**config.mk**
```make
export PLATFORM = sky130hd
export DESIGN_NAME = pmdis_top
export DESIGN_NICKNAME = d
export VERILOG_FILES = /design/src/hdl/pmdis_pkg.sv /design/src/hdl/pmdis_slot.sv /design/src/hdl/pmdis_top.sv
export VERILOG_INCLUDE_DIRS = /design/src /design/src/hdl
export SDC_FILE = /design/constraint.sdc
export NUM_CORES = 1
export LEC_CHECK = 0
export ABC_AREA = 1
export BUFFER_PORTS_ARGS = -buffer_cell sky130_fd_sc_hd__buf_2
export CORE_ASPECT_RATIO = 0.6
export CORE_MARGIN = 2
export CORE_UTILIZATION = 32
export CTS_BUF_LIST = sky130_fd_sc_hd__clkbuf_8
export DETAILED_ROUTE_END_ITERATION = 8
export GPL_TIMING_DRIVEN = 1
export SLEW_MARGIN = 15
export SYNTH_ARGS = -nofsm -noshare
export SYNTH_HDL_FRONTEND = slang
export SYNTH_SLANG_ARGS = --single-unit
```
**constraint.sdc**
```tcl
create_clock -name clock -period 1.9 [get_ports clock]
set_input_delay 0.38 -clock clock [delete_from_list [all_inputs] [get_ports clock]]
set_output_delay 0.38 -clock clock [all_outputs]
set_load 0.01 [all_outputs]
```
**src/hdl/pmdis_defs.svh**
```systemverilog
// Constants for the peripheral module power-off block
`ifndef PMDIS_DEFS_SVH
`define PMDIS_DEFS_SVH
`define PMDIS_NUM_MODULES 32
`define PMDIS_SEL_W 5
`define PMDIS_PERIPHERAL_CLOCK_NETWORK_GATE_BIT 7
`define PMDIS_NVM_BIT 2
`define PMDIS_OFF_RESET 32'h00000000
`define PMDIS_CLK_HZ 40000000
`define PMDIS_WAKE_NS 25
`define PMDIS_WAKE_CYCLES ((`PMDIS_WAKE_NS * (`PMDIS_CLK_HZ / 1000000) + 999) / 1000)
`define PMDIS_NVM_WAKE_NS 1000
`define PMDIS_NVM_WAKE_CYCLES ((`PMDIS_NVM_WAKE_NS * (`PMDIS_CLK_HZ / 1000000) + 999) / 1000)
`endif

```
**src/hdl/pmdis_pkg.sv**
```systemverilog
// Types for the peripheral module power-off block
package pmdis_pkg;
    typedef logic [31:0] pmdis_mask_t;
    typedef logic [7:0] pmdis_byte_t;
    typedef enum logic [1:0] {
        PMDIS_RUN = 2'b00,
        PMDIS_OFF = 2'b01,
        PMDIS_WAKE = 2'b10
    } pmdis_state_t;
endpackage

```
**src/hdl/pmdis_slot.sv**
```systemverilog
// Per-module power-off sequencer
`timescale 1ns/10ps
`include "pmdis_defs.svh"
module pmdis_slot
    import pmdis_pkg::*;
#(
    parameter int WAKE = 1
) (
    input wire logic clock,
    input wire logic srst,
    input wire logic off_req,
    output logic clk_en,
    output logic held_rst,
    output logic access_ok
);
    import pmdis_pkg::*;
    pmdis_state_t state;
    logic [10:0] cnt;

    // --------------------------------
    // Sequencer
    // --------------------------------
    always_ff @(posedge clock) begin
        if (srst) begin
            state <= PMDIS_RUN;
            cnt <= 11'h000;
        end else begin
            case (state)
                PMDIS_RUN: begin
                    if (off_req) begin
                        state <= PMDIS_OFF;
                    end
                end
                PMDIS_OFF: begin
                    if (!off_req) begin
                        state <= PMDIS_WAKE;
                        cnt <= 11'(WAKE);
                    end
                end
                PMDIS_WAKE: begin
                    if (off_req) begin
                        state <= PMDIS_OFF;
                    end else if (cnt <= 11'h001) begin
                        state <= PMDIS_RUN;
                    end else begin
                        cnt <= cnt - 11'h001;
                    end
                end
                default: begin
                    state <= PMDIS_RUN;
                end
            endcase
        end
    end

    // --------------------------------
    // Registered controls
    // --------------------------------
    always_ff @(posedge clock) begin
        if (srst) begin
            clk_en <= 1'b1;
            held_rst <= 1'b0;
            access_ok <= 1'b1;
        end else begin
            clk_en <= !off_req;
            held_rst <= off_req || (state == PMDIS_OFF);
            access_ok <= !off_req && (state == PMDIS_RUN ||
                (state == PMDIS_WAKE && cnt <= 11'h001));
        end
    end
endmodule

```
**src/hdl/pmdis_top.sv**
```systemverilog
// Peripheral module power-off control top level
`timescale 1ns/10ps
`include "pmdis_defs.svh"
module pmdis_top
    import pmdis_pkg::*;
(
    input wire logic clock,
    input wire logic srst,
    input wire pmdis_pkg::pmdis_mask_t module_power_off,
    input wire pmdis_pkg::pmdis_mask_t uses_clock_network,
    input wire pmdis_pkg::pmdis_mask_t periph_wr_req,
    input wire pmdis_pkg::pmdis_mask_t periph_rd_req,
    input wire pmdis_pkg::pmdis_byte_t rd_sel_data,
    input wire logic [`PMDIS_SEL_W-1:0] rd_sel,
    output pmdis_pkg::pmdis_mask_t periph_clk_en,
    output pmdis_pkg::pmdis_mask_t periph_rst,
    output pmdis_pkg::pmdis_mask_t periph_wr_en,
    output pmdis_pkg::pmdis_mask_t periph_rd_en,
    output pmdis_pkg::pmdis_mask_t pin_route_select_en,
    output pmdis_pkg::pmdis_byte_t rd_data,
    output logic peripheral_clock_network_en,
    output logic nvm_block_off
);
    import pmdis_pkg::*;
    pmdis_mask_t off_ctl;
    pmdis_mask_t slot_clk;
    pmdis_mask_t slot_rst;
    pmdis_mask_t slot_ok;
    logic peripheral_peripheral_clock_network_gate;

    function automatic logic ok_at(input pmdis_mask_t m, input logic [`PMDIS_SEL_W-1:0] i);
        ok_at = m[i];
    endfunction

    // --------------------------------
    // Control capture
    // --------------------------------
    always_ff @(posedge clock) begin
        if (srst) begin
            off_ctl <= `PMDIS_OFF_RESET;
        end else begin
            off_ctl <= module_power_off;
        end
    end

    assign peripheral_peripheral_clock_network_gate = off_ctl[`PMDIS_PERIPHERAL_CLOCK_NETWORK_GATE_BIT];

    // --------------------------------
    // Per-module sequencers
    // --------------------------------
    for (genvar g = 0; g < `PMDIS_NUM_MODULES; g++) begin : g_slot
        localparam int WK = (g == `PMDIS_NVM_BIT) ? `PMDIS_NVM_WAKE_CYCLES
                                                   : `PMDIS_WAKE_CYCLES;
        pmdis_slot #(.WAKE(WK)) u_slot (
            .clock(clock),
            .srst(srst),
            .off_req(off_ctl[g] && g != `PMDIS_PERIPHERAL_CLOCK_NETWORK_GATE_BIT),
            .clk_en(slot_clk[g]),
            .held_rst(slot_rst[g]),
            .access_ok(slot_ok[g])
        );
    end

    // --------------------------------
    // Gated outputs
    // --------------------------------
    always_ff @(posedge clock) begin
        if (srst) begin
            periph_clk_en <= '1;
            periph_rst <= '0;
            peripheral_clock_network_en <= 1'b1;
        end else begin
            periph_clk_en <= slot_clk & ~(uses_clock_network & {32{peripheral_peripheral_clock_network_gate}});
            periph_rst <= slot_rst;
            peripheral_clock_network_en <= !peripheral_peripheral_clock_network_gate;
        end
    end

    always_ff @(posedge clock) begin
        if (srst) begin
            periph_wr_en <= '0;
            periph_rd_en <= '0;
            pin_route_select_en <= '1;
            nvm_block_off <= 1'b0;
        end else begin
            periph_wr_en <= periph_wr_req & slot_ok;
            periph_rd_en <= periph_rd_req & slot_ok;
            pin_route_select_en <= slot_ok;
            nvm_block_off <= !slot_ok[`PMDIS_NVM_BIT];
        end
    end

    always_ff @(posedge clock) begin
        if (srst) begin
            rd_data <= 8'h00;
        end else begin
            rd_data <= ok_at(slot_ok, rd_sel) ? rd_sel_data : 8'h00;
        end
    end
endmodule

```
==> metrics.md, run 1 <==
| Metric | Value |
|---|---|
| CP Buf/Inv Count | 6 |
| Area grow syn2layout | 22.6% |
| Antenna viol nets, final | 0 |
| Clk pin slew, worst setup/hold paths | 70 ps |
| CP max FO | 17 |
| DP Worst Slack | ~160 ps |
| Syn Area/Cell | just over 7 um2 |
| H-tree depth | 3 |
| RR Startpoint | g_slot[20].u_slot.cnt[2] |
| Most frequent cell after synthesis | nand2_1 |
| Worst-path cell chain | dlygate4sd3_1 > buf_8 > inv_6 > nand2_1 > inv_2 > buf_4 > a21oi_1 > dlygate4sd3_1 |
| WL/cell | 13.0 um |
| Fmax | around 550 MHz |
| Worst path max stage delay | just under 600 ps |
| Via count of the first global-routing pass | 25500 |
| Most frequent cells after synthesis | 1045 x nand2_1, 832 x nor2_1, 696 x dfxtp_1, 450 x inv_1, 372 x nand3_1 |
| Post-synth net total | 4569 |
| Seq/Total Area, Yosys | 45.0% |
| Fraction of registers with async set/reset | 0% |
| Unique masters post-synth | 39 |
| WP data required | between 2000 and 3000 ps |
| Clock Skew | around 50 ps |
| Final slew viol count | 0 |
| Starting Density | about 32% |
| Max-cap violation count | 0 |
| I/O pin total | ~310 |
| CP startpoint | srst |
| Total Routing Usage GR | approximately 16% |
| GRT Residual Overflow | 0 |
| Final setup vio count | 0 |
| Startpoint types | primary input |
| EDFF count, synth | 0 |
| RePlAce Congestion | ~0.87 |
| Crit share post-route | 96.1% |
| CP most frequent cell | dlygate4sd3_1 |
| Critical path class | primary input to flop |
| Num CTS Buffers | around 110 |
| Final Hold Viols | 0 |
| # DRC | 0 |
| Dominant synthesized flop cell | dfxtp_1 |
| Die W | slightly above 400 um |
| Delay-heaviest family, CP | buffers and inverters |
| Top cells by area, synth | dfxtp_1 45%, nand2_1 13%, nor2_1 10% |
| WL final | just over 80000 um |
| DIE AREA | a little under 0.1 mm2 |
| Maximum clock path buffer count | 3 |
| Port Buffers | between 300 and 400 |
| Setup crit end kind | flop |
| Pleak | 0.0180 uW |
| Pwr/cell area | approximately 940 mW/mm2 |
| CP max-delay cell | dlygate4sd3_1 |
| CTS Root Buffer Type | clkbuf_8 |
| Setup TNS | 0 ps |
| Status | complete, no violations |
| Hold Path Class | primary input to flop |
| DPL Wire Length | between 50000 and 60000 um |
| Clk_lat worst skew | between 800 and 900 ps |
| Area of the core | about 0.096 mm2 |
| Max_slew headroom | 64.8% |
| Largest net degree at the start of global routing | 93 |
| Global-route wire length before repair | between 100000 and 150000 um |
| Tmin final | between 1500 and 2000 ps |
| CTS tree | built |
| Hold path startpoint | rd_sel[2] |
| Row Count | 88 |
| Synth area leader | dfxtp_1 |
| RSZ-0062 raised after global routing | no |
| Peak supply drop | 0.000688 V |
| Die Y-Extent | around 240 um |
| Nets | 5076 |
| Vias | approximately 28000 |
| Worst slew pin tran | between 500 and 600 ps |
| Synth warnings | 0 |
| Setup ws final | about 74 ps |
| Mapped Cells | about 4400 |
| DR iter-0 viols | around 1700 |
| Synth top area share | between 40% and 50% |
| Share of layout cells above drive strength 1 | around 15% |
| Number of iterations in the first detailed-routing pass | 5 |
| Sink Count | just under 700 |
| #FFs+latches synth | a little under 700 |
| Routed vias/inst | around 4.5 |
| CP Data Arrival Time | about 2500 ps |
| Synthesized area | slightly above 0.03 mm2 |
| Initial antenna violation count | 4 |
## timing repair
item | CTS | global route
hold buffers | 149 | 0
buffers inserted | 0 | 0
endpoints found under the setup margin | 1 | 0
hold endpoints to repair | 155 | 0
gates resized for setup | 1 | 0
## registers in the layout, summed over array words and instances, names as in the netlist
register and count:
nvm_block_off 1, g_slot.u_slot.state 62, periph_rst 31, peripheral_clock_network_en 1
off_ctl 32, g_slot.u_slot.clk_en 31, pin_route_select_en 31, periph_clk_en 32
periph_rd_en 32, periph_wr_en 32, g_slot.u_slot.cnt 341, g_slot.u_slot.access_ok 31
g_slot.u_slot.held_rst 31, rd_data 8
## cell usage in the layout (no fill, tap or decap), types with 4 or more instances in the layout
master | Yosys | routed
a21oi_1 | 328 | 328
buf_12 | 0 | 8
buf_2 | 26 | 309
buf_4 | 9 | 27
bufinv_16 | 0 | 11
clkbuf_8 | 0 | 147
clkinv_2 | 1 | 19
dfxtp_1 | 696 | 695
diode_2 | 0 | 4
dlygate4sd3_1 | 0 | 149
ha_1 | 62 | 62
inv_1 | 450 | 465
inv_2 | 18 | 18
nand2_1 | 1045 | 1045
nand2_2 | 24 | 24
nand2_4 | 32 | 32
nand3_1 | 372 | 372
nand3_2 | 29 | 29
nand3b_1 | 11 | 11
nand4_1 | 12 | 12
nor2_1 | 832 | 832
nor2_2 | 51 | 51
nor3_1 | 73 | 73
nor4_1 | 14 | 14
o21ai_0 | 46 | 46
o21ai_1 | 7 | 7
o31ai_2 | 11 | 11
or2_1 | 9 | 9
or2_2 | 41 | 41
xnor2_1 | 7 | 7
xor2_1 | 78 | 78
## cell families (layout without fill, tap and decap cells)
| kind of cell | after synthesis | in the layout | share of synthesized area (%) |
|---|---|---|---|
| AO/OA/AOI/OAI | 399 | 399 | 6.77 |
| XOR/XNOR | 85 | 85 | 2.40 |
| adder cells (fa/ha/maj) | 62 | 62 | 2.51 |
| buffers and inverters | 569 | 1162 | 7.75 |
| flip-flops | 696 | 696 | 45.0 |
| other | 2 | 6 | 0.0243 |
| AND/OR/NAND/NOR | 2551 | 2551 | 35.5 |
## worst register-to-register path: stages (launching register included)
cell,delay [ps]
dfxtp_1,350
nor2_1,220
inv_1,60
nor2_1,190
nand3_1,140
nand3_1,370
nor2_1,100
nor2_1,100
nor2_1,50
## metrics by stage
stage               total power, uW  std cells  instance area [um2]  hold WS (ps)  utilization (%)
floorplan                     19400       4364                31000           370                -
global route                  37600       6264                38000           168             39.5
detailed placement            20700       5914                33900           393             35.3
finish                        35600       6266                38000           201             39.5
CTS                           36100       6262                38000          89.8             39.5
global placement              20600       5914                33900           390             35.3
## worst paths after layout
| path | end | slack [ps] | depth (start not counted) |
|---|---|---|---|
| min reg2reg | periph_rst[10] | 400 | 2 |
| max | periph_clk_en[24] | 70 | 8 |
| min | rd_data[0] | 200 | 7 |
| max reg2reg | g_slot[20].u_slot.cnt[9] | 190 | 8 |
## final cells by class
| class | instances | area, um2 |
|---|---|---|
| Timing Repair Buffer | 494 | 3420 |
| Clock inverter | 52 | 559 |
| Multi-Input combinational cell | 3099 | 14600 |
| Sequential cell | 696 | 13900 |
| Inverter | 469 | 1770 |
| Clock buffer | 147 | 2020 |
| Tap cell | 1305 | 1630 |
| Antenna cell | 4 | 10.0 |
| Fill cell | 9987 | 58000 |
## report_power, final
group / switching (uW) / internal, uW
Clock: 6460 / 8450
Combinational: 3020 / 1840
Sequential: 525 / 15300
Total: 10000 / 25600
## metal layers
layer  track usage, %  wire length, um  vias up
met4             6.56             2940        0
met5                0                0        -
met1             22.6            40600    12500
li1                 -                -    14800
met3             3.60             3760      173
met2             23.4            33900      544
Note: power is estimated with default switching activity, not from simulation.
==> run 2, diff against run 1 <==
==> constraint.sdc (replaced) <==
create_clock -name clock -period 1.99 [get_ports clock]
set_input_delay 0.398 -clock clock [delete_from_list [all_inputs] [get_ports clock]]
set_output_delay 0.398 -clock clock [all_outputs]
set_load 0.01 [all_outputs]
==> run 2 against run 1 <==
  * Clock skew grew 4.3 ps
  * Die area did not move
  * Core utilization fell by 0.51 points
  * Global-route usage is 0.32 points lower
  * First-iteration DRC count grew 11%
  * Via count shrank 0.71%
  * Combinational power fell by 5.2%
  * Clock power decreased by 15%
  * Routed wire length shrank 1.8%
==> metrics.md, run 2 (synthesized netlist as in run 1, its figures left out) <==
| Metric | Value |
|---|---|
| Global-route wire length before repair | 128000 um (-1.7%) |
| Internal | 23000 uW (-10%) |
| Antenna viol nets, final | 0 (unchanged) |
| RePlAce Congestion | 0.885 (+2.1%) |
| WP depth | 1 (-7) |
| DR iter-0 viols | 1878 (+11%) |
| Worst-path cell chain | buf_2 |
| Vias | 27800 (-0.71%) |
| WL final | 79700 um (-1.8%) |
| Via count of the first global-routing pass | 25100 (-1.3%) |
| Clk pwr share | 39.1% (-2.8 points) |
| Worst path max stage delay | 400 ps (-180 ps) |
| Maximum clock path buffer count | 3 (unchanged) |
| Crit share post-route | 89.4% |
| Die W | 406 um (unchanged) |
| Fill cells | 10000 (+0.28%) |
| Gate power share | 14.2% (+0.6 points) |
| Clk_lat worst skew | 820 ps (about the same) |
| Port Buffers | 310 (unchanged) |
| Commonest non-fill, non-tap cell in the layout | nand2_1 |
| Post-CTS setup buffer count | 0 (unchanged) |
| Pwr/cell area | 863 mW/mm2 (-7.9%) |
| GRT Residual Overflow | 0 (unchanged) |
| Sequential Power Share | 46.6% (+2.2 points) |
| Peak supply drop | 0.000446 V (-35%) |
| Area grow syn2layout | 21.0% |
| Final setup vio count | 0 (unchanged) |
| Setup crit end kind | primary output |
| CP Buf/Inv Count | 1 (-5) |
| Clk pin slew, worst setup/hold paths | 60 ps (about the same) |
| Largest register FFs | 341 (unchanged) |
| Fmax | about 560 MHz |
| Sink Count | 696 (unchanged) |
| Number of iterations in the first detailed-routing pass | 6 (+1) |
| H-tree depth | 3 (unchanged) |
| Delay-heaviest family, CP | flip-flops |
| Hold_buf cts | 140 (-6.0%) |
| CP Data Arrival Time | 1380 ps (-1140 ps) |
| Final slew viol count | 0 (unchanged) |
| Final core utilization | 39.0% (-0.51 points) |
| Share of layout cells above drive strength 1 | 14.5% (-0.44 points) |
| Final Hold Viols | 0 (unchanged) |
| WP data required | 1590 ps (-1000 ps) |
| # resized after CTS | 0 (-1) |
| I/O pin total | 313 (unchanged) |
| Status | complete, no violations |
| Clock Skew | 55.6 ps (+4.31 ps) |
| CTS Root Buffer Type | clkbuf_8 |
| Pleak | 0.0178 uW (-1.1%) |
| Top flop regs | g_slot.u_slot.cnt (341), g_slot.u_slot.state (62) |
| WL/cell | 12.8 um (-1.4%) |
| Nets | 5057 (-0.37%) |
| DIE AREA | 0.0993 mm2 (unchanged) |
| Setup TNS | 0 ps (unchanged) |
| Area of the core | 0.0960 mm2 (unchanged) |
| Starting Density | 32.2% (unchanged) |
| CP max FO | 1 (-16) |
| Sw Pwr | 9370 uW (-6.3%) |
| RSZ-0062 raised after global routing | no |
| Largest net degree at the start of global routing | 81 (-13%) |
| Initial antenna violation count | 3 (-1) |
| Row Count | 88 (unchanged) |
| # DRC | 0 (unchanged) |
| Startpoint types | flop |
| DPL Wire Length | 54900 um (-2.6%) |
| Worst Hold Depth | 7 (unchanged) |
| Routed vias/inst | 4.45 (-0.34%) |
| Hold Path Class | primary input to flop |
| Num CTS Buffers | 110 (-0.90%) |
| Critical path class | flop to primary output |
| Most frequent cells in the layout | 1045 x nand2_1, 832 x nor2_1, 696 x dfxtp_1 |
| Reg2Reg Depth | 10 (+2) |
| CP max-delay cell | dfxtp_1 |
| Net Sw Frac | 29.0% (+0.85 points) |
| Total Routing Usage GR | 15.7% (-0.32 points) |
| Die Y-Extent | 245 um (unchanged) |
| Tmin final | approximately 1800 ps |
| Max-cap violation count | 0 (unchanged) |
| Biggest register | g_slot.u_slot.cnt |
| CTS tree | built |
[run 2: cell count changes in the layout (fill, tap and decap cells not counted), sizes merged]
| cell | change |
|---|---|
| bufinv | -6 |
| clkbuf | -16 |
| clkinv | +8 |
| buf | -9 |
| dlygate4sd3 | -9 |
| diode | -2 |
| inv | +11 |
[run 2: metrics by stage]
step	instance area, um2	worst slack, ps	total power (uW)	instances	hold WS (ps)
CTS	37500	49.3	32900	6241	129
global route	37500	79.7	34200	6243	232
finish	37500	211	32300	6243	226
floorplan	31000	590	18500	4364	370
detailed placement	33800	215	19700	5905	393
global placement	33800	257	19700	5905	392
[run 2: final cells by class]
cell class              instances  area [um2]  area share [%]
diodes                          2        5.00          0.0134
clock buffers                 131        1800            4.81
clock inverters                65         462            1.23
inverters                     469        1770            4.71
multi-input cells            3099       14600            39.0
flip-flops and latches        696       13900            37.2
well taps                    1305        1630            4.36
repair buffers                476        3250            8.66
[run 2: power by group through the flow]
stage               clock network, uW  logic (uW)  registers [uW]
CTS                             13200        4590           15100
finish                          12700        4600           15100
global route                    13800        5240           15200
floorplan                           0        3210           15300
global placement                    0        4310           15400
detailed placement                  0        4350           15400
[run 2: worst paths after layout]
check / startpoint / to / slack [ps]
max reg2reg: g_slot[21].u_slot.cnt[1] / g_slot[21].u_slot.cnt[1] / 300
min: rd_sel[2] / rd_data[2] / 230
max: peripheral_clock_network_en / peripheral_clock_network_en / 210
min reg2reg: g_slot[21].u_slot.held_rst / periph_rst[21] / 390
[run 2: metal layers]
metal	GRT usage, %	vias up	wire (um)
li1	-	14700	-
met1	22.0	12400	39700
met2	23.0	478	33300
met3	3.20	162	3370
met4	7.49	0	3310
met5	0	-	0
[run 2: worst register-to-register path, cell delays in order, from the launching register on]
cell and delay (ps):
dfxtp_1 400, inv_1 80, ha_1 180, o21a_1 180, nand2_1 70, nand2_1 50
nand2_1 70, nand2_1 260, nor2_1 220, nand2_1 70, nand2_1 50
